--- src/common/reset_seq_pkg.sv ---
// reset sequencer package: register map, field positions, reset values and timing
package reset_seq_pkg;
   // ************************************************************
   // clock and timing
   // ************************************************************
   localparam int unsigned CLK_PERIOD_NS = 20;
   localparam int unsigned POR_EXT_NS = 30000;
   localparam int unsigned BOR_EXT_NS = 100000;
   localparam int unsigned PLL_LOCK_NS = 1500000;
   localparam int unsigned MS_NS = 1000000;
   localparam int unsigned PIN_FILTER_NS = 200;
   // longest times round down
   localparam int unsigned POR_EXT_CYCLES = POR_EXT_NS / CLK_PERIOD_NS;
   localparam int unsigned BOR_EXT_CYCLES_DEF = BOR_EXT_NS / CLK_PERIOD_NS;
   localparam int unsigned PLL_LOCK_CYCLES_DEF = PLL_LOCK_NS / CLK_PERIOD_NS;
   localparam int unsigned MS_CYCLES_DEF = MS_NS / CLK_PERIOD_NS;
   localparam logic [3:0] PIN_FILTER_CYCLES = 4'(PIN_FILTER_NS / CLK_PERIOD_NS);
   localparam logic [31:0] OST_PERIODS = 32'h0000_0400;
   // ************************************************************
   // register map (byte addresses)
   // ************************************************************
   localparam logic [3:0] OFS_CAUSE = 4'h0;
   localparam logic [3:0] OFS_CONFIG = 4'h4;
   localparam logic [3:0] OFS_STATUS = 4'h8;
   // reset-cause register bits
   localparam int unsigned BIT_POWER_ON = 0;
   localparam int unsigned BIT_BROWNOUT = 1;
   localparam int unsigned BIT_IDLE = 2;
   localparam int unsigned BIT_SLEEP = 3;
   localparam int unsigned BIT_WDT_TIMEOUT = 4;
   localparam int unsigned BIT_SOFT_RESET = 6;
   localparam int unsigned BIT_PIN_RESET = 7;
   localparam int unsigned BIT_CFG_MISMATCH = 9;
   localparam int unsigned BIT_ILLEGAL = 14;
   localparam int unsigned BIT_TRAP_CONFLICT = 15;
   localparam logic [15:0] CAUSE_WR_MASK = 16'hC2DF;
   localparam logic [15:0] CAUSE_RESET = 16'h0003;
   // flags wiped by any cold reset, and the pin flag by power-on only
   localparam logic [15:0] COLD_CLEAR_MASK = 16'hC25C;
   localparam logic [15:0] POR_CLEAR_MASK = 16'h0080;
   // config register fields
   localparam int unsigned CFG_POWERUP_DELAY_TIMER_LSB = 0;
   localparam int unsigned CFG_CLK_LSB = 4;
   localparam int unsigned CFG_XTAL_BIT = 8;
   localparam logic [2:0] POWERUP_DELAY_TIMER_SEL_RESET = 3'h7;
   localparam logic [2:0] COLD_CLK_RESET = 3'h0;
   localparam logic XTAL_RESET = 1'b1;
   // status register fields
   localparam int unsigned STS_STATE_LSB = 0;
   localparam int unsigned STS_CLK_LSB = 4;
   localparam int unsigned STS_CORE_RST_BIT = 8;
   localparam int unsigned STS_CLK_READY_BIT = 9;
   // ************************************************************
   // clock sources, opcodes, vectors, traps
   // ************************************************************
   localparam logic [2:0] CLK_FRC = 3'h0;
   localparam logic [2:0] CLK_FRCPLL = 3'h1;
   localparam logic [2:0] CLK_PRI = 3'h2;
   localparam logic [2:0] CLK_PRIPLL = 3'h3;
   localparam logic [2:0] CLK_SOSC = 3'h4;
   localparam logic [2:0] CLK_LPRC = 3'h5;
   localparam logic [7:0] ILLEGAL_OPCODE_HI = 8'h3F;
   localparam logic [23:0] RESET_VECTOR = 24'h00_0000;
   localparam logic [3:0] HARD_TRAP_MIN = 4'hD;
   localparam logic [3:0] HARD_TRAP_MAX = 4'hF;
   localparam logic [31:0] PPS_RESET = 32'h0000_0000;
   // ************************************************************
   // sequencer states, Gray along the power-on path
   // ************************************************************
   typedef enum logic [2:0] {
      ST_HOLD = 3'b000,
      ST_PEXT = 3'b001,
      ST_BEXT = 3'b011,
      ST_POWERUP_DELAY_TIMER = 3'b010,
      ST_OST = 3'b110,
      ST_LOCK = 3'b111,
      ST_RUN = 3'b101,
      ST_WARM = 3'b100
   } seq_state_t;
endpackage

--- src/design/reset_source_sequencer.sv ---
// reset sequencer and reset-cause recorder with an Avalon-MM register slave
//
// The Avalon-MM interface to the registers and the register addresses are this design's own decisions.
`timescale 1ns/1ns
`default_nettype none
module reset_source_sequencer
   import reset_seq_pkg::*;
#(
   parameter int unsigned BOR_EXT_CYCLES = BOR_EXT_CYCLES_DEF,
   parameter int unsigned PLL_LOCK_CYCLES = PLL_LOCK_CYCLES_DEF,
   parameter int unsigned MS_CYCLES = MS_CYCLES_DEF
) (
   // clock and reset
   input wire logic ref_clk,
   input wire logic nrst,
   // avalon-mm slave
   input wire logic [3:0] address,
   input wire logic read,
   input wire logic write,
   input wire logic [31:0] writedata,
   input wire logic [3:0] byteenable,
   output logic [31:0] readdata,
   output logic waitrequest,
   // supply monitors
   input wire logic por_supply_ok,
   input wire logic bor_supply_ok,
   // oscillator
   input wire logic osc_tick,
   output logic [2:0] current_clock_select,
   output logic osc_enable,
   // external reset pin
   input wire logic ext_reset_pin_n,
   // watchdog and power save
   input wire logic watchdog_timeout,
   input wire logic power_saving,
   input wire logic power_save_op,
   input wire logic power_save_sleep,
   input wire logic watchdog_clear_op,
   output logic wake,
   // core events
   input wire logic soft_reset_exec,
   input wire logic trap_active,
   input wire logic [3:0] trap_active_prio,
   input wire logic trap_new,
   input wire logic [3:0] trap_new_prio,
   input wire logic opcode_valid,
   input wire logic [23:0] opcode,
   input wire logic w_write_en,
   input wire logic [3:0] w_write_idx,
   input wire logic w_ptr_use,
   input wire logic [3:0] w_ptr_idx,
   input wire logic branch_flow_change,
   input wire logic vector_flow_change,
   input wire logic [23:0] flow_target,
   input wire logic protect_enable,
   input wire logic [23:0] protect_base,
   input wire logic [23:0] protect_limit,
   // pin-select configuration
   input wire logic pps_write,
   input wire logic [31:0] pps_write_data,
   input wire logic [31:0] pps_live,
   // core side
   output logic core_reset,
   output logic fetch_start,
   output logic [23:0] reset_vector
);
   // ************************************************************
   // state
   // ************************************************************
   typedef struct packed {
      seq_state_t state;
      logic [31:0] cnt;
      logic cold_por;
      logic [15:0] cause;
      logic [2:0] powerup_delay_timer_sel;
      logic [2:0] cold_sel;
      logic xtal;
      logic [2:0] cur_clk;
      logic pin_s1;
      logic pin_s2;
      logic [3:0] pin_cnt;
      logic pin_low;
      logic [31:0] shadow;
      logic [14:0] w_init;
      logic rd_ack;
      logic [31:0] rdata;
      logic fetch_start;
      logic wake;
   } regs_t;

   regs_t s_r;
   regs_t s_nxt;

   logic running;
   logic wdt_rst;
   logic trap_conflict;
   logic cfg_mismatch;
   logic bad_opcode;
   logic uninit_ptr;
   logic sec_violation;
   logic illegal_any;
   logic warm_evt;
   logic need_ost;
   logic need_pll;
   logic [31:0] powerup_delay_timer_target;
   logic [31:0] cnt_inc;
   logic [15:0] cause_wr;
   logic [31:0] rd_mux;

   assign running = (s_r.state == ST_RUN);
   assign wdt_rst = watchdog_timeout & ~power_saving;
   assign trap_conflict = running & trap_active & trap_new &
      (trap_new_prio >= HARD_TRAP_MIN) & (trap_new_prio <= HARD_TRAP_MAX) &
      (trap_new_prio < trap_active_prio);
   // a legitimate write this cycle refreshes the shadow, so it is not a mismatch
   assign cfg_mismatch = running & ~pps_write & (pps_live != s_r.shadow);
   assign bad_opcode = running & opcode_valid & (opcode[23:16] == ILLEGAL_OPCODE_HI);
   // W15 is the stack pointer and never counts as uninitialised
   assign uninit_ptr = running & w_ptr_use & (w_ptr_idx != 4'hF) &
      ~s_r.w_init[w_ptr_idx];
   assign sec_violation = running & protect_enable &
      (branch_flow_change | vector_flow_change) &
      (flow_target >= protect_base) & (flow_target <= protect_limit);
   assign illegal_any = bad_opcode | uninit_ptr | sec_violation;
   assign warm_evt = soft_reset_exec | wdt_rst | trap_conflict | cfg_mismatch |
      illegal_any | s_r.pin_low;
   assign need_ost = (s_r.xtal & ((s_r.cur_clk == CLK_PRI) | (s_r.cur_clk == CLK_PRIPLL))) |
      (s_r.cur_clk == CLK_SOSC);
   assign need_pll = (s_r.cur_clk == CLK_FRCPLL) | (s_r.cur_clk == CLK_PRIPLL);
   assign powerup_delay_timer_target = (s_r.powerup_delay_timer_sel == 3'h0) ? 32'h0000_0000 :
      (32'(MS_CYCLES) << s_r.powerup_delay_timer_sel);
   assign cnt_inc = s_r.cnt + 32'h0000_0001;

   // ************************************************************
   // bus read mux
   // ************************************************************
   always_comb begin
      rd_mux = 32'h0000_0000;
      unique case (address)
         OFS_CAUSE: rd_mux = {16'h0000, s_r.cause};
         OFS_CONFIG: begin
            rd_mux[CFG_POWERUP_DELAY_TIMER_LSB +: 3] = s_r.powerup_delay_timer_sel;
            rd_mux[CFG_CLK_LSB +: 3] = s_r.cold_sel;
            rd_mux[CFG_XTAL_BIT] = s_r.xtal;
         end
         OFS_STATUS: begin
            rd_mux[STS_STATE_LSB +: 3] = s_r.state;
            rd_mux[STS_CLK_LSB +: 3] = s_r.cur_clk;
            rd_mux[STS_CORE_RST_BIT] = core_reset;
            rd_mux[STS_CLK_READY_BIT] = running;
         end
         default: rd_mux = 32'h0000_0000;
      endcase
   end

   // ************************************************************
   // next state
   // ************************************************************
   always_comb begin
      s_nxt = s_r;
      s_nxt.fetch_start = 1'b0;
      s_nxt.wake = watchdog_timeout & power_saving;
      // bus: reads take one wait cycle, writes land at once
      s_nxt.rd_ack = read & ~s_r.rd_ack;
      if (read & ~s_r.rd_ack) begin
         s_nxt.rdata = rd_mux;
      end
      cause_wr = s_r.cause;
      if (write & (address == OFS_CAUSE)) begin
         if (byteenable[0]) begin
            cause_wr[7:0] = writedata[7:0];
         end
         if (byteenable[1]) begin
            cause_wr[15:8] = writedata[15:8];
         end
      end
      s_nxt.cause = cause_wr & CAUSE_WR_MASK;
      if (write & (address == OFS_CONFIG)) begin
         if (byteenable[0]) begin
            s_nxt.powerup_delay_timer_sel = writedata[CFG_POWERUP_DELAY_TIMER_LSB +: 3];
            s_nxt.cold_sel = writedata[CFG_CLK_LSB +: 3];
         end
         if (byteenable[1]) begin
            s_nxt.xtal = writedata[CFG_XTAL_BIT];
         end
      end
      // operation clears first, so a timeout in the same cycle still sets
      if (power_save_op | watchdog_clear_op) begin
         s_nxt.cause[BIT_WDT_TIMEOUT] = 1'b0;
      end
      if (power_save_op) begin
         s_nxt.cause[BIT_SLEEP] = s_nxt.cause[BIT_SLEEP] | power_save_sleep;
         s_nxt.cause[BIT_IDLE] = s_nxt.cause[BIT_IDLE] | ~power_save_sleep;
      end
      // every cause of this cycle is flagged together
      if (wdt_rst) begin
         s_nxt.cause[BIT_WDT_TIMEOUT] = 1'b1;
      end
      if (trap_conflict) begin
         s_nxt.cause[BIT_TRAP_CONFLICT] = 1'b1;
      end
      if (cfg_mismatch) begin
         s_nxt.cause[BIT_CFG_MISMATCH] = 1'b1;
      end
      if (illegal_any) begin
         s_nxt.cause[BIT_ILLEGAL] = 1'b1;
      end
      if (running & soft_reset_exec) begin
         s_nxt.cause[BIT_SOFT_RESET] = 1'b1;
      end
      if (s_r.pin_low) begin
         s_nxt.cause[BIT_PIN_RESET] = 1'b1;
      end
      // pin filter on the second synchroniser stage only
      s_nxt.pin_s1 = ext_reset_pin_n;
      s_nxt.pin_s2 = s_r.pin_s1;
      if (s_r.pin_s2) begin
         s_nxt.pin_cnt = 4'h0;
      end else if (s_r.pin_cnt != PIN_FILTER_CYCLES) begin
         s_nxt.pin_cnt = s_r.pin_cnt + 4'h1;
      end
      s_nxt.pin_low = ~s_r.pin_s2 & (s_nxt.pin_cnt == PIN_FILTER_CYCLES);
      if (pps_write) begin
         s_nxt.shadow = pps_write_data;
      end
      if (running & w_write_en & (w_write_idx != 4'hF)) begin
         s_nxt.w_init[w_write_idx[3:0]] = 1'b1;
      end
      // sequencer
      unique case (s_r.state)
         ST_HOLD: begin
            s_nxt.cnt = 32'h0000_0000;
            s_nxt.state = s_r.cold_por ? ST_PEXT : ST_BEXT;
         end
         ST_PEXT: begin
            s_nxt.cnt = cnt_inc;
            if (cnt_inc >= 32'(POR_EXT_CYCLES)) begin
               s_nxt.cnt = 32'h0000_0000;
               s_nxt.state = ST_BEXT;
            end
         end
         ST_BEXT: begin
            s_nxt.cnt = cnt_inc;
            if (cnt_inc >= 32'(BOR_EXT_CYCLES)) begin
               s_nxt.cnt = 32'h0000_0000;
               s_nxt.cold_por = 1'b0;
               s_nxt.cur_clk = s_r.cold_sel;
               s_nxt.state = ST_POWERUP_DELAY_TIMER;
            end
         end
         ST_POWERUP_DELAY_TIMER: begin
            s_nxt.cnt = cnt_inc;
            if (cnt_inc >= powerup_delay_timer_target) begin
               s_nxt.cnt = 32'h0000_0000;
               s_nxt.state = ST_OST;
            end
         end
         ST_OST: begin
            if (!need_ost) begin
               s_nxt.state = ST_LOCK;
            end else if (osc_tick) begin
               s_nxt.cnt = cnt_inc;
               if (cnt_inc >= OST_PERIODS) begin
                  s_nxt.cnt = 32'h0000_0000;
                  s_nxt.state = ST_LOCK;
               end
            end
         end
         ST_LOCK: begin
            s_nxt.cnt = cnt_inc;
            if (!need_pll || cnt_inc >= 32'(PLL_LOCK_CYCLES)) begin
               s_nxt.cnt = 32'h0000_0000;
               s_nxt.state = ST_RUN;
               s_nxt.fetch_start = 1'b1;
            end
         end
         ST_RUN: begin
            if (warm_evt) begin
               s_nxt.state = ST_WARM;
            end
         end
         ST_WARM: begin
            // clock source is left alone on a warm reset
            if (!(s_r.pin_low | wdt_rst)) begin
               s_nxt.state = ST_RUN;
               s_nxt.fetch_start = 1'b1;
            end
         end
      endcase
      // W registers stay uninitialised while the core is held
      if (s_r.state != ST_RUN) begin
         s_nxt.w_init = 15'h0000;
      end
      // a supply drop wins over everything and restarts the chain; a brown-out alone skips the power-on extension
      if (!por_supply_ok || !bor_supply_ok) begin
         s_nxt.state = ST_HOLD;
         s_nxt.cnt = 32'h0000_0000;
         s_nxt.fetch_start = 1'b0;
         s_nxt.cause = (s_nxt.cause & ~COLD_CLEAR_MASK) | (16'h0001 << BIT_BROWNOUT);
      end
      if (!por_supply_ok) begin
         s_nxt.cold_por = 1'b1;
         s_nxt.cause = (s_nxt.cause & ~POR_CLEAR_MASK) | (16'h0001 << BIT_POWER_ON);
      end
   end

   always_ff @(posedge ref_clk or negedge nrst) begin
      if (!nrst) begin
         s_r.state <= ST_HOLD;
         s_r.cnt <= 32'h0000_0000;
         s_r.cold_por <= 1'b1;
         s_r.cause <= CAUSE_RESET;
         s_r.powerup_delay_timer_sel <= POWERUP_DELAY_TIMER_SEL_RESET;
         s_r.cold_sel <= COLD_CLK_RESET;
         s_r.xtal <= XTAL_RESET;
         s_r.cur_clk <= COLD_CLK_RESET;
         s_r.pin_s1 <= 1'b1;
         s_r.pin_s2 <= 1'b1;
         s_r.pin_cnt <= 4'h0;
         s_r.pin_low <= 1'b0;
         s_r.shadow <= PPS_RESET;
         s_r.w_init <= 15'h0000;
         s_r.rd_ack <= 1'b0;
         s_r.rdata <= 32'h0000_0000;
         s_r.fetch_start <= 1'b0;
         s_r.wake <= 1'b0;
      end else begin
         s_r <= s_nxt;
      end
   end

   // ************************************************************
   // outputs
   // ************************************************************
   // watchdog path is combinational so its reset does not wait for a clock
   assign core_reset = ~running | wdt_rst;
   assign waitrequest = read & ~s_r.rd_ack;
   assign readdata = s_r.rdata;
   assign current_clock_select = s_r.cur_clk;
   assign osc_enable = (s_r.state == ST_OST) | (s_r.state == ST_LOCK) |
      (s_r.state == ST_RUN) | (s_r.state == ST_WARM);
   assign fetch_start = s_r.fetch_start;
   assign reset_vector = RESET_VECTOR;
   assign wake = s_r.wake;

   // ************************************************************
   // assertions
   // ************************************************************
   property p_por_flag;
      @(posedge ref_clk) disable iff (!nrst)
      !por_supply_ok |=> s_r.cause[BIT_POWER_ON] && s_r.cause[BIT_BROWNOUT] && core_reset;
   endproperty
   a_por_flag: assert property (p_por_flag) else $error("power-on flag not set");

   property p_bor_restart;
      @(posedge ref_clk) disable iff (!nrst)
      (por_supply_ok && !bor_supply_ok) |=> s_r.state == ST_HOLD && s_r.cnt == 32'h0 &&
         s_r.cause[BIT_BROWNOUT] && !s_r.cause[BIT_SOFT_RESET];
   endproperty
   a_bor_restart: assert property (p_bor_restart) else $error("brown-out not restarted");

   property p_powerup_delay_timer_hold;
      @(posedge ref_clk) disable iff (!nrst)
      (s_r.state == ST_POWERUP_DELAY_TIMER && cnt_inc < powerup_delay_timer_target && por_supply_ok && bor_supply_ok)
         |=> s_r.state == ST_POWERUP_DELAY_TIMER && core_reset;
   endproperty
   a_powerup_delay_timer_hold: assert property (p_powerup_delay_timer_hold) else $error("power-up delay cut short");

   property p_ost_hold;
      @(posedge ref_clk) disable iff (!nrst)
      (s_r.state == ST_OST && need_ost && s_r.cnt < 32'd1023 && por_supply_ok &&
         bor_supply_ok) |=> s_r.state == ST_OST;
   endproperty
   a_ost_hold: assert property (p_ost_hold) else $error("start-up timer cut short");

   property p_pin_filter;
      @(posedge ref_clk) disable iff (!nrst)
      $rose(s_r.pin_low) |-> s_r.pin_cnt == PIN_FILTER_CYCLES && !$past(s_r.pin_s2);
   endproperty
   a_pin_filter: assert property (p_pin_filter) else $error("pin pulse not filtered");

   property p_soft_reset;
      @(posedge ref_clk) disable iff (!nrst)
      (running && soft_reset_exec && por_supply_ok && bor_supply_ok)
         |=> s_r.state == ST_WARM && s_r.cause[BIT_SOFT_RESET] && core_reset;
   endproperty
   a_soft_reset: assert property (p_soft_reset) else $error("soft reset not taken");

   property p_wdt_async;
      @(posedge ref_clk) disable iff (!nrst)
      (watchdog_timeout && !power_saving) |-> core_reset;
   endproperty
   a_wdt_async: assert property (p_wdt_async) else $error("watchdog reset missing");

   property p_wdt_sleep;
      @(posedge ref_clk) disable iff (!nrst)
      (running && watchdog_timeout && power_saving) |-> !core_reset ##1 wake;
   endproperty
   a_wdt_sleep: assert property (p_wdt_sleep) else $error("watchdog reset in sleep");

   property p_illegal;
      @(posedge ref_clk) disable iff (!nrst)
      (running && opcode_valid && opcode[23:16] == ILLEGAL_OPCODE_HI && por_supply_ok &&
         bor_supply_ok) |=> s_r.cause[BIT_ILLEGAL] && s_r.state == ST_WARM;
   endproperty
   a_illegal: assert property (p_illegal) else $error("illegal opcode not reset");

   property p_fetch;
      @(posedge ref_clk) disable iff (!nrst)
      fetch_start |-> running && !$past(running) && reset_vector == 24'h0;
   endproperty
   a_fetch: assert property (p_fetch) else $error("fetch start misplaced");

endmodule // reset_source_sequencer
`default_nettype wire

--- config.mk ---
export PLATFORM = sky130hd
export DESIGN_NAME = reset_source_sequencer
export DESIGN_NICKNAME = d
export VERILOG_FILES = /design/src/common/reset_seq_pkg.sv /design/src/design/reset_source_sequencer.sv
export SDC_FILE = /design/constraint.sdc
export NUM_CORES = 1
export LEC_CHECK = 0
export BUFFER_PORTS_ARGS = -buffer_cell sky130_fd_sc_hd__buf_2
export CORE_MARGIN = 3
export CORE_UTILIZATION = 52
export DETAILED_ROUTE_END_ITERATION = 16
export PLACE_DENSITY = 0.81
export SLEW_MARGIN = 20
export SYNTH_ARGS = -nofsm -noshare
export SYNTH_HDL_FRONTEND = slang
export SYNTH_SLANG_ARGS = --single-unit
--- constraint.sdc ---
create_clock -name ref_clk -period 4.6 [get_ports ref_clk]
set_clock_uncertainty 0.1 [all_clocks]
set_input_delay 0.46 -clock ref_clk [delete_from_list [all_inputs] [get_ports ref_clk]]
set_output_delay 0.46 -clock ref_clk [all_outputs]
set_load 0.02 [all_outputs]
# Word level (Yosys, flattened, before mapping)
# Index checks and enable logic that the tools add are counted.
# totals
register_bits,151
in_bits,239
output_inout_bits,64
elab_cells,184
# op_classes
addsub,2
order_cmp,13
n_eq_ne,32
shifts,1
muxes,48
bitwise_logic,53
reduce_logical,17
# op_table
op,count
2-to-1 mux 35 bit,6
one-hot mux 32 bit (6 select lines),1
">= comparator 32 x 11 -> 1 bit, second input constant",2
2-to-1 mux 32 bit,2
2-to-1 mux 36 bit,1
"adder 32 x 1 -> 32 bit, second input constant",1
">= comparator 32 x 13 -> 1 bit, second input constant",1
">= comparator 32 x 17 -> 1 bit, second input constant",1
>= comparator 32 bit,1
2-to-1 mux 16 bit,2
!= test 32 bit,1
"left shift 16 x 3 -> 32 bit, first input constant",1
2-to-1 mux 15 bit,2
bitwise AND 1 bit,26
>= comparator 24 bit,1
<= comparator 24 bit,1
"!= test 3 bit, second input constant",8
one-hot mux 3 bit (8 select lines),1
"!= test 4 bit, second input constant",5
OR 1 bit,19
one-hot mux 3 bit (3 select lines),2
2-to-1 mux 17 bit,1
2-to-1 mux 8 bit,2
"equality test 3 bit, second input constant",5
34 further kinds,73

# Logic depth before layout (Yosys ltp)
# Gate-level depths: netlist of run 1.
# logic_depth
ltp_word,13
ltp_mapped,19
ltp_nobuf,16

# Worst setup path after synthesis of run 1
# Ideal clock, no wire load.
# synth_timing
kind,reg2reg
startpoint,register s_r[116] (netlist name)
endpoint,register s_r[136] (netlist name)
setup_time_ns,0.122
arrival_time_ns,3.386
t_required_ns,4.378
path_slack_ns,0.992
path_stages_with_launch,19
n_path_buf,3
synth_period_minus_slack_ns,3.608
path_cell_list,dfrtp_1 -> ha_1 -> buf_2 -> nand3_1 -> clkbuf_1 -> o31ai_2 -> and2_1 -> inv_2 -> ha_1 -> nand3_1 -> a21oi_1 -> a2111oi_0 -> a211o_1 -> o221a_2 -> o211a_1 -> o21ai_1 -> o21ai_4 -> buf_4 -> a32o_1
# synth_via
elab_chain_cells,7
elab_cells_between_ends,16
classes_between,add/sub (1); order compare (5); mux (9); reduce/logical (1)
# synth_lines
item,line,rtl
from (decl),reset_source_sequencer.sv:91,regs_t s_r;
from (signal assigned),reset_source_sequencer.sv:328,s_r <= s_nxt;
adder 32 x 1 -> 32 bit *,reset_source_sequencer.sv:132,assign cnt_inc = s_r.cnt + 32'h0000_0001;
>= comparator 32 x 11 -> 1 bit,reset_source_sequencer.sv:263,if (cnt_inc >= OST_PERIODS) begin
2-to-1 mux 35 bit,reset_source_sequencer.sv:263,
2-to-1 mux 35 bit,reset_source_sequencer.sv:261,end else if (osc_tick) begin
2-to-1 mux 32 bit,reset_source_sequencer.sv:259,if (!need_ost) begin
one-hot mux 32 bit (6 select lines) *,reset_source_sequencer.sv:230,unique case (s_r.state)
2-to-1 mux 35 bit *,reset_source_sequencer.sv:295,if (!por_supply_ok || !bor_supply_ok) begin
# Every way passes the cells marked *; elsewhere a longest branch is shown, timed or not. The select of a mux whose other input is x is not followed.
# A chain may end at the register's enable or synchronous reset.

# Worst setup path in the final report of run 1
# layout_timing
startpoint,register s_r[121] (netlist name)
endpoint,register s_r[135] (netlist name)
# The elaborated chain is that of the path after synthesis.

==> flow_metrics.env, run 1 <==
export IMPL_synth_ff_type="dfrtp_1"
export IMPL_p_leak_nw=5.403
export IMPL_core_area_um2=17540
export IMPL_syn_avg_cell_area_um2=9.139
export IMPL_dp_cells=1434
export IMPL_gp_congestion=0.9676
export IMPL_synth_area_leader_cell="dfrtp_1"
export IMPL_worstMarginPinSlew_ns=0.7846
export IMPL_synthesis_area_um2=9423
export IMPL_via_count=8446
export IMPL_netlist_area_leader_share_pct=30.81
export IMPL_crit_family="compound AO/OA/AOI/OAI gates"
export IMPL_die_h_um=140.6
export IMPL_ys_ff_latch=125
export IMPL_root_buffer="clkbuf_16"
export IMPL_antenna_left=0
export IMPL_clock_sinks=125
export IMPL_cpPeakStageDelay_ns=0.55
export IMPL_path_cells="nand4_1 > buf_4 > nor4_4 > nand4_1 > xor2_1 > inv_1 > ha_1 > nand2_1 > a211o_1 > o221a_2 > o211a_1 > o21ai_1 > o21ai_4 > buf_4 > a31oi_1 > o21ai_0"
export IMPL_via_per_inst=5.749
export IMPL_post_dp_cell_area_um2=10440
export IMPL_grt_max_degree=45
export IMPL_detail_route_iter0_violations=925
export IMPL_fin_nets=1549
export IMPL_portBuffers=220
export IMPL_gr_total_overflow=0
export IMPL_routedWlPerCell_um=17.72
export IMPL_synth_commonest_cells="116 x dfrtp_1, 82 x inv_1, 79 x ha_1, 69 x nand2_1, 66 x buf_4"
export IMPL_num_antenna_cells=0
export IMPL_start_util_pct=53.73
export IMPL_grt_pass1_wl_um=41990
export IMPL_maxCapViolations=0
export IMPL_cts_tree="done"
export IMPL_outcome="completed"
export IMPL_clockBufferDepth=2
export IMPL_fin_area_um2=11090
export IMPL_synthesis_instances=1031
export IMPL_io_pins=303
export IMPL_clk_pin_slew_ns=0.06
export IMPL_period_minus_slack_ns=4.273
export IMPL_yosysSeqAreaShare_pct=33.32
export IMPL_slew_headroom_pct=47.29
export IMPL_timing_critical_path_buf_inv=3
export IMPL_async_flop_share_pct=100.0
export IMPL_die_area_um2=19770
export IMPL_die_x_um=140.6
export IMPL_crit_slowest_cell="dfrtp_1"
export IMPL_worst_hold_path_type="in2reg"
export IMPL_post_layout_nonfiller_instances=1469
export IMPL_hold_violations=0
export IMPL_start_kind="flop"
export IMPL_worstPathArrival_ns=4.47
export IMPL_setup_viol=0
export IMPL_synth_edff_count=0
export IMPL_numCtsBuffers=17
export IMPL_critical_path_required_ns=4.79
export IMPL_synth_area_leaders="dfrtp_1 31%, ha_1 10%, buf_4 5.3%"
export IMPL_drive_gt1_share_pct=27.97
export IMPL_peakVddDrop_mv=0.2443
export IMPL_fillCellCount=1423
export IMPL_grt_setup_unrepaired="no"
export IMPL_antenna_found_initial=1
export IMPL_max_clock_freq_mhz=234.0
export IMPL_insertion_delay_ns=0.42
export IMPL_dpl_hpwl_um=20470
export IMPL_ys_types=82
export IMPL_cp_end_kind="flop"
export IMPL_whs_ns=0.03366
export IMPL_synth_most_common_cell="dfrtp_1"
export IMPL_syn_to_final_growth_pct=17.70
export IMPL_grt_pass1_vias=8532
export IMPL_wirelength_um=26030
export IMPL_dr_pass1_iters=5
export IMPL_std_cell_rows=48
export IMPL_htree_levels=4
export IMPL_synth_warnings=0
export IMPL_finalCritPeriodShare_pct=92.88
export IMPL_path_max_fanout=11
export IMPL_track_usage_pct=26.11
export IMPL_pwr_density_cell_nw_per_um2=287.6
export IMPL_slew_violations=0
export IMPL_drc=0
export IMPL_crit_type="reg2reg"
export IMPL_tns_ns=0
[layout by cell type (no fill, tap or decap), types with 5 or more instances in the layout]
cell       netlist  layout
nand3_1         30      30
clkbuf_16        0      17
nand4_1         37      37
xnor2_1         10      10
o21ai_0         47      47
inv_6            0       5
ha_1            79      78
nand2b_1         9       9
a21oi_1         56      55
nand2_1         69      69
conb_1           1      44
mux2i_1         21      21
nor2_1          52      52
a32o_1          10      10
buf_4           66      21
buf_2            9     219
o21a_1           6       6
a21o_1           5       5
xor2_1          40      40
or3_1            6       6
mux2_2          40      40
nor2b_1         10      10
o211ai_1         9       9
dfrtp_1        116     115
nor4_1          22      22
a211oi_1         8       8
and2_1          19      19
dfstp_2          9       9
a31oi_1         11      11
and3_1           9       9
nor3_1          19      19
or4_1            6       6
inv_1           82      82
a22o_1          11      11
[logic make-up (layout without fill, tap and decap cells)]
| kind of cell | Yosys count | after routing | share of synthesized area (%) |
|---|---|---|---|
| XOR/XNOR | 50 | 50 | 4.647 |
| adder cells (fa/ha/maj) | 79 | 79 | 10.49 |
| AO/OA/AOI/OAI | 212 | 212 | 15.19 |
| flip-flops | 125 | 125 | 33.32 |
| AND/OR/NAND/NOR | 312 | 312 | 17.94 |
| other | 1 | 44 | 0.03980 |
| buffers and inverters | 187 | 357 | 10.41 |
| multiplexers | 65 | 65 | 7.967 |
[layer usage]
layer	up-vias	global-route usage, %	share of wire (%)
met5	-	0	0.027
met4	2	7.802	2.1
met3	53	6.174	7.9
met2	369	45.74	51
met1	4011	32.05	39
li1	4011	-	-
[repair_timing]
action                                  CTS  global route
hold buffers                              1             0
gates resized for setup                   0             4
endpoints found under the setup margin    0            26
buffers inserted                          0             2
hold endpoints to repair                 37             0
[sequential cells by signal (all words and copies together) (netlist names)]
signal and flops:
s_r 107, current_clock_select 3, readdata 12, fetch_start 1, wake 1, s_nxt 1
[worst register-to-register path, delay by kind of cell (launching register included)]
family          cells  cell delay (ns)
compound gates      7             1.33
simple gates        4             0.94
xor+xnor            1             0.37
fa+ha+maj           1             0.31
flops               1             0.55
buf+inv             3             0.55
[layout make-up]
| type | instances | area (µm²) | area share (%) |
|---|---|---|---|
| clock buffers | 18 | 429.2 | 3.870 |
| clock inverters | 14 | 183.9 | 1.658 |
| flip-flops and latches | 125 | 3141 | 28.32 |
| repair buffers | 241 | 1264 | 11.39 |
| inverters | 84 | 315.3 | 2.843 |
| multi-input cells | 762 | 5477 | 49.38 |
| well taps | 225 | 281.5 | 2.538 |
[metrics by stage]
step | worst slack [ns] | utilization (%) | total power, mW
after floorplan | 0.9924 | - | 1.600
after global placement | 0.3077 | 59.55 | 1.761
after detailed placement | 0.1482 | 59.55 | 1.785
after CTS | 0.1654 | 63.10 | 3.194
after global routing | 0.007298 | 63.24 | 3.335
final | 0.3273 | 63.24 | 3.190
[where the power goes]
part | internal [mW] | switching (mW)
clock | 0.865 | 0.546
sequential | 1.16 | 0.0503
combinational | 0.248 | 0.324
[path summary, 6_finish.rpt]
path	from	to	slack, ns	depth (start not counted)
max in group asynchronous	nrst	s_r[56]$_DFFE_PN0P_	2.95	3
min	ext_reset_pin_n	s_nxt[87]$_DFF_PN1_	0.03	1
min in group asynchronous	nrst	s_r[146]$_DFFE_PN0P_	0.47	2
min reg2reg	s_nxt[87]$_DFF_PN1_	s_r[87]$_DFF_PN1_	0.26	0
max reg2reg	s_r[121]$_DFFE_PN0P_	s_r[135]$_DFFE_PN0P_	0.33	16
max	s_r[121]$_DFFE_PN0P_	s_r[135]$_DFFE_PN0P_	0.33	16
No activity file was read; power rests on OpenSTA's default activity.
==> run 2: changes to the inputs <==
--- a/config.mk
+++ b/config.mk
@@ -9,6 +9,5 @@
 export CORE_MARGIN = 3
-export CORE_UTILIZATION = 52
+export CORE_UTILIZATION = 40
 export DETAILED_ROUTE_END_ITERATION = 16
-export PLACE_DENSITY = 0.81
-export SLEW_MARGIN = 20
+export PLACE_DENSITY = 0.65
 export SYNTH_ARGS = -nofsm -noshare
--- a/constraint.sdc
+++ b/constraint.sdc
@@ -4,2 +4,2 @@
 set_output_delay 0.46 -clock ref_clk [all_outputs]
-set_load 0.02 [all_outputs]
+set_load 0.005 [all_outputs]
==> flow_metrics.env, run 2 (same netlist as run 1, synthesis figures left out) <==
export IMPL_maxCapViolations=0
export IMPL_cp_end_kind="flop"
export IMPL_crit_slowest_cell="dfrtp_1"
export IMPL_routedWlPerCell_um=16.61
export IMPL_outcome="completed"
export IMPL_ff_latch_area_um2=3139
export IMPL_start_kind="flop"
export IMPL_pwr_density_cell_nw_per_um2=283.6
export IMPL_cts_tree="done"
export IMPL_cpPeakStageDelay_ns=0.52
export IMPL_fin_area_um2=11150
export IMPL_detail_route_iter0_violations=462
export IMPL_insertion_delay_ns=0.42
export IMPL_path_max_fanout=10
export IMPL_slew_headroom_pct=28.95
export IMPL_power_mw=3.163
export IMPL_syn_to_final_growth_pct=18.34
export IMPL_core_area_um2=22920
export IMPL_drive_gt1_share_pct=27.57
export IMPL_layout_common_cells="219 x buf_2, 116 x dfrtp_1, 82 x inv_1"
export IMPL_numCtsBuffers=17
export IMPL_peakVddDrop_mv=0.2599
export IMPL_gr_total_overflow=0
export IMPL_cts_resized=0
export IMPL_start_util_pct=41.12
export IMPL_largest_reg_flops=107
export IMPL_grt_use_met1_pct=23.96
export IMPL_tns_ns=0
export IMPL_die_x_um=159.5
export IMPL_worstMarginPinSlew_ns=1.066
export IMPL_via_per_inst=5.335
export IMPL_antenna_found_initial=3
export IMPL_dpl_hpwl_um=20250
export IMPL_fin_nets=1542
export IMPL_critical_path_required_ns=4.82
export IMPL_rr_worst_depth=17
export IMPL_root_buffer="clkbuf_16"
export IMPL_finalCritPeriodShare_pct=93.66
export IMPL_track_usage_pct=19.81
export IMPL_clockBufferDepth=2
export IMPL_grt_pass1_vias=8355
export IMPL_grt_setup_unrepaired="no"
export IMPL_multiInputGateArea_um2=5470
export IMPL_grt_pass1_wl_um=41480
export IMPL_via_count=8269
export IMPL_gp_congestion=0.9084
export IMPL_grt_use_met3_pct=4.683
export IMPL_crit_type="reg2reg"
export IMPL_startpoint="s_r[117]$_DFFE_PN0P_"
export IMPL_fillCellCount=2198
export IMPL_top_register="s_r"
export IMPL_final_common_cell="buf_2"
export IMPL_worstPathArrival_ns=4.53
export IMPL_path_cells="ha_2 > nand3_1 > buf_4 > o31ai_2 > and2_1 > inv_2 > ha_1 > nand3_1 > a21oi_1 > a2111oi_0 > a211o_1 > o221a_2 > o211a_1 > o21ai_1 > o21ai_4 > nand2_1 > o21ai_1"
export IMPL_dr_pass1_iters=4
export IMPL_grt_max_degree=96
export IMPL_r2r_start="s_r[117]$_DFFE_PN0P_"
export IMPL_setup_viol=0
export IMPL_clock_sinks=125
export IMPL_antenna_left=0
export IMPL_p_leak_nw=5.380
export IMPL_drc=0
export IMPL_htree_levels=4
export IMPL_grt_use_met2_pct=34.75
export IMPL_hold_violations=0
export IMPL_std_cell_rows=55
export IMPL_die_area_um2=25430
export IMPL_die_h_um=159.5
export IMPL_slew_violations=0
export IMPL_critPathCapture="s_r[133]$_DFFE_PN0P_"
export IMPL_reg2reg_slack_ns=0.29
export IMPL_wirelength_um=25750
export IMPL_hold_buffers=0
export IMPL_final_util_pct=48.66
export IMPL_grt_busiest_layer="met2"
export IMPL_reg2reg_to="s_r[133]$_DFFE_PN0P_"
export IMPL_max_clock_freq_mhz=232.1
export IMPL_post_dp_cell_area_um2=10540
export IMPL_period_minus_slack_ns=4.308
export IMPL_worst_hold_path_type="in2async"
export IMPL_io_pins=303
export IMPL_portBuffers=220
export IMPL_num_antenna_cells=0
export IMPL_whs_ns=0.01744
export IMPL_clk_pin_slew_ns=0.07
export IMPL_post_cts_buffers=0
-- run 2: final cells by class --
| type | count | share of cell area (%) |
|---|---|---|
| Inverter | 84 | 2.828 |
| Tap cell | 313 | 3.512 |
| Multi-Input combinational cell | 762 | 49.06 |
| Clock buffer | 18 | 3.939 |
| Sequential cell | 125 | 28.15 |
| Timing Repair Buffer | 234 | 10.99 |
| Clock inverter | 14 | 1.526 |
-- run 2: how the worst min path moves through the flow --
stage                                    from                             endpoint  slack, ns  cells after the start
final                                    nrst                 s_r[146]$_DFFE_PN0P_       0.02                      1
after global routing          ext_reset_pin_n                  s_nxt[87]$_DFF_PN1_       0.02                      1
after CTS                     ext_reset_pin_n                  s_nxt[87]$_DFF_PN1_       0.02                      1
after detailed placement  s_nxt[87]$_DFF_PN1_                    s_r[87]$_DFF_PN1_       0.25                      0
after global placement    s_nxt[87]$_DFF_PN1_                    s_r[87]$_DFF_PN1_       0.25                      0
after floorplan                          nrst  current_clock_select[0]$_DFFE_PN0P_       0.06                      0
-- run 2: through the flow --
| step | cells | setup WS (ns) |
|---|---|---|
| after floorplan | 1074 | 0.9924 |
| after global placement | 1518 | 0.4476 |
| after detailed placement | 1518 | 0.3851 |
| after CTS | 1550 | 0.2423 |
| after global routing | 1550 | 0.005653 |
| final | 1550 | 0.2916 |
-- run 2: power by group --
group / internal [mW] / switching, mW / leakage, nW / total [mW]
sequential: 1.16 / 0.0500 / 1.63 / 1.21
combinational: 0.245 / 0.293 / 3.45 / 0.537
clock: 0.835 / 0.583 / 0.295 / 1.42
-- run 2: metal layers --
| layer | wire, µm | up-vias | part of all wire [%] |
|---|---|---|---|
| li1 | - | 3999 | - |
| met2 | 12990 | 268 | 50 |
| met3 | 1716 | 39 | 6.7 |
| met4 | 432 | 6 | 1.7 |
| met1 | 10580 | 3957 | 41 |
| met5 | 29 | - | 0.11 |
-- run 2: worst max-delay path: cells and delay by family (launching register included) --
family / cells / cell delay (ns)
compound gates: 9 / 2.01
flops: 1 / 0.52
fa+ha+maj: 2 / 0.65
simple gates: 4 / 0.64
buf+inv: 2 / 0.29
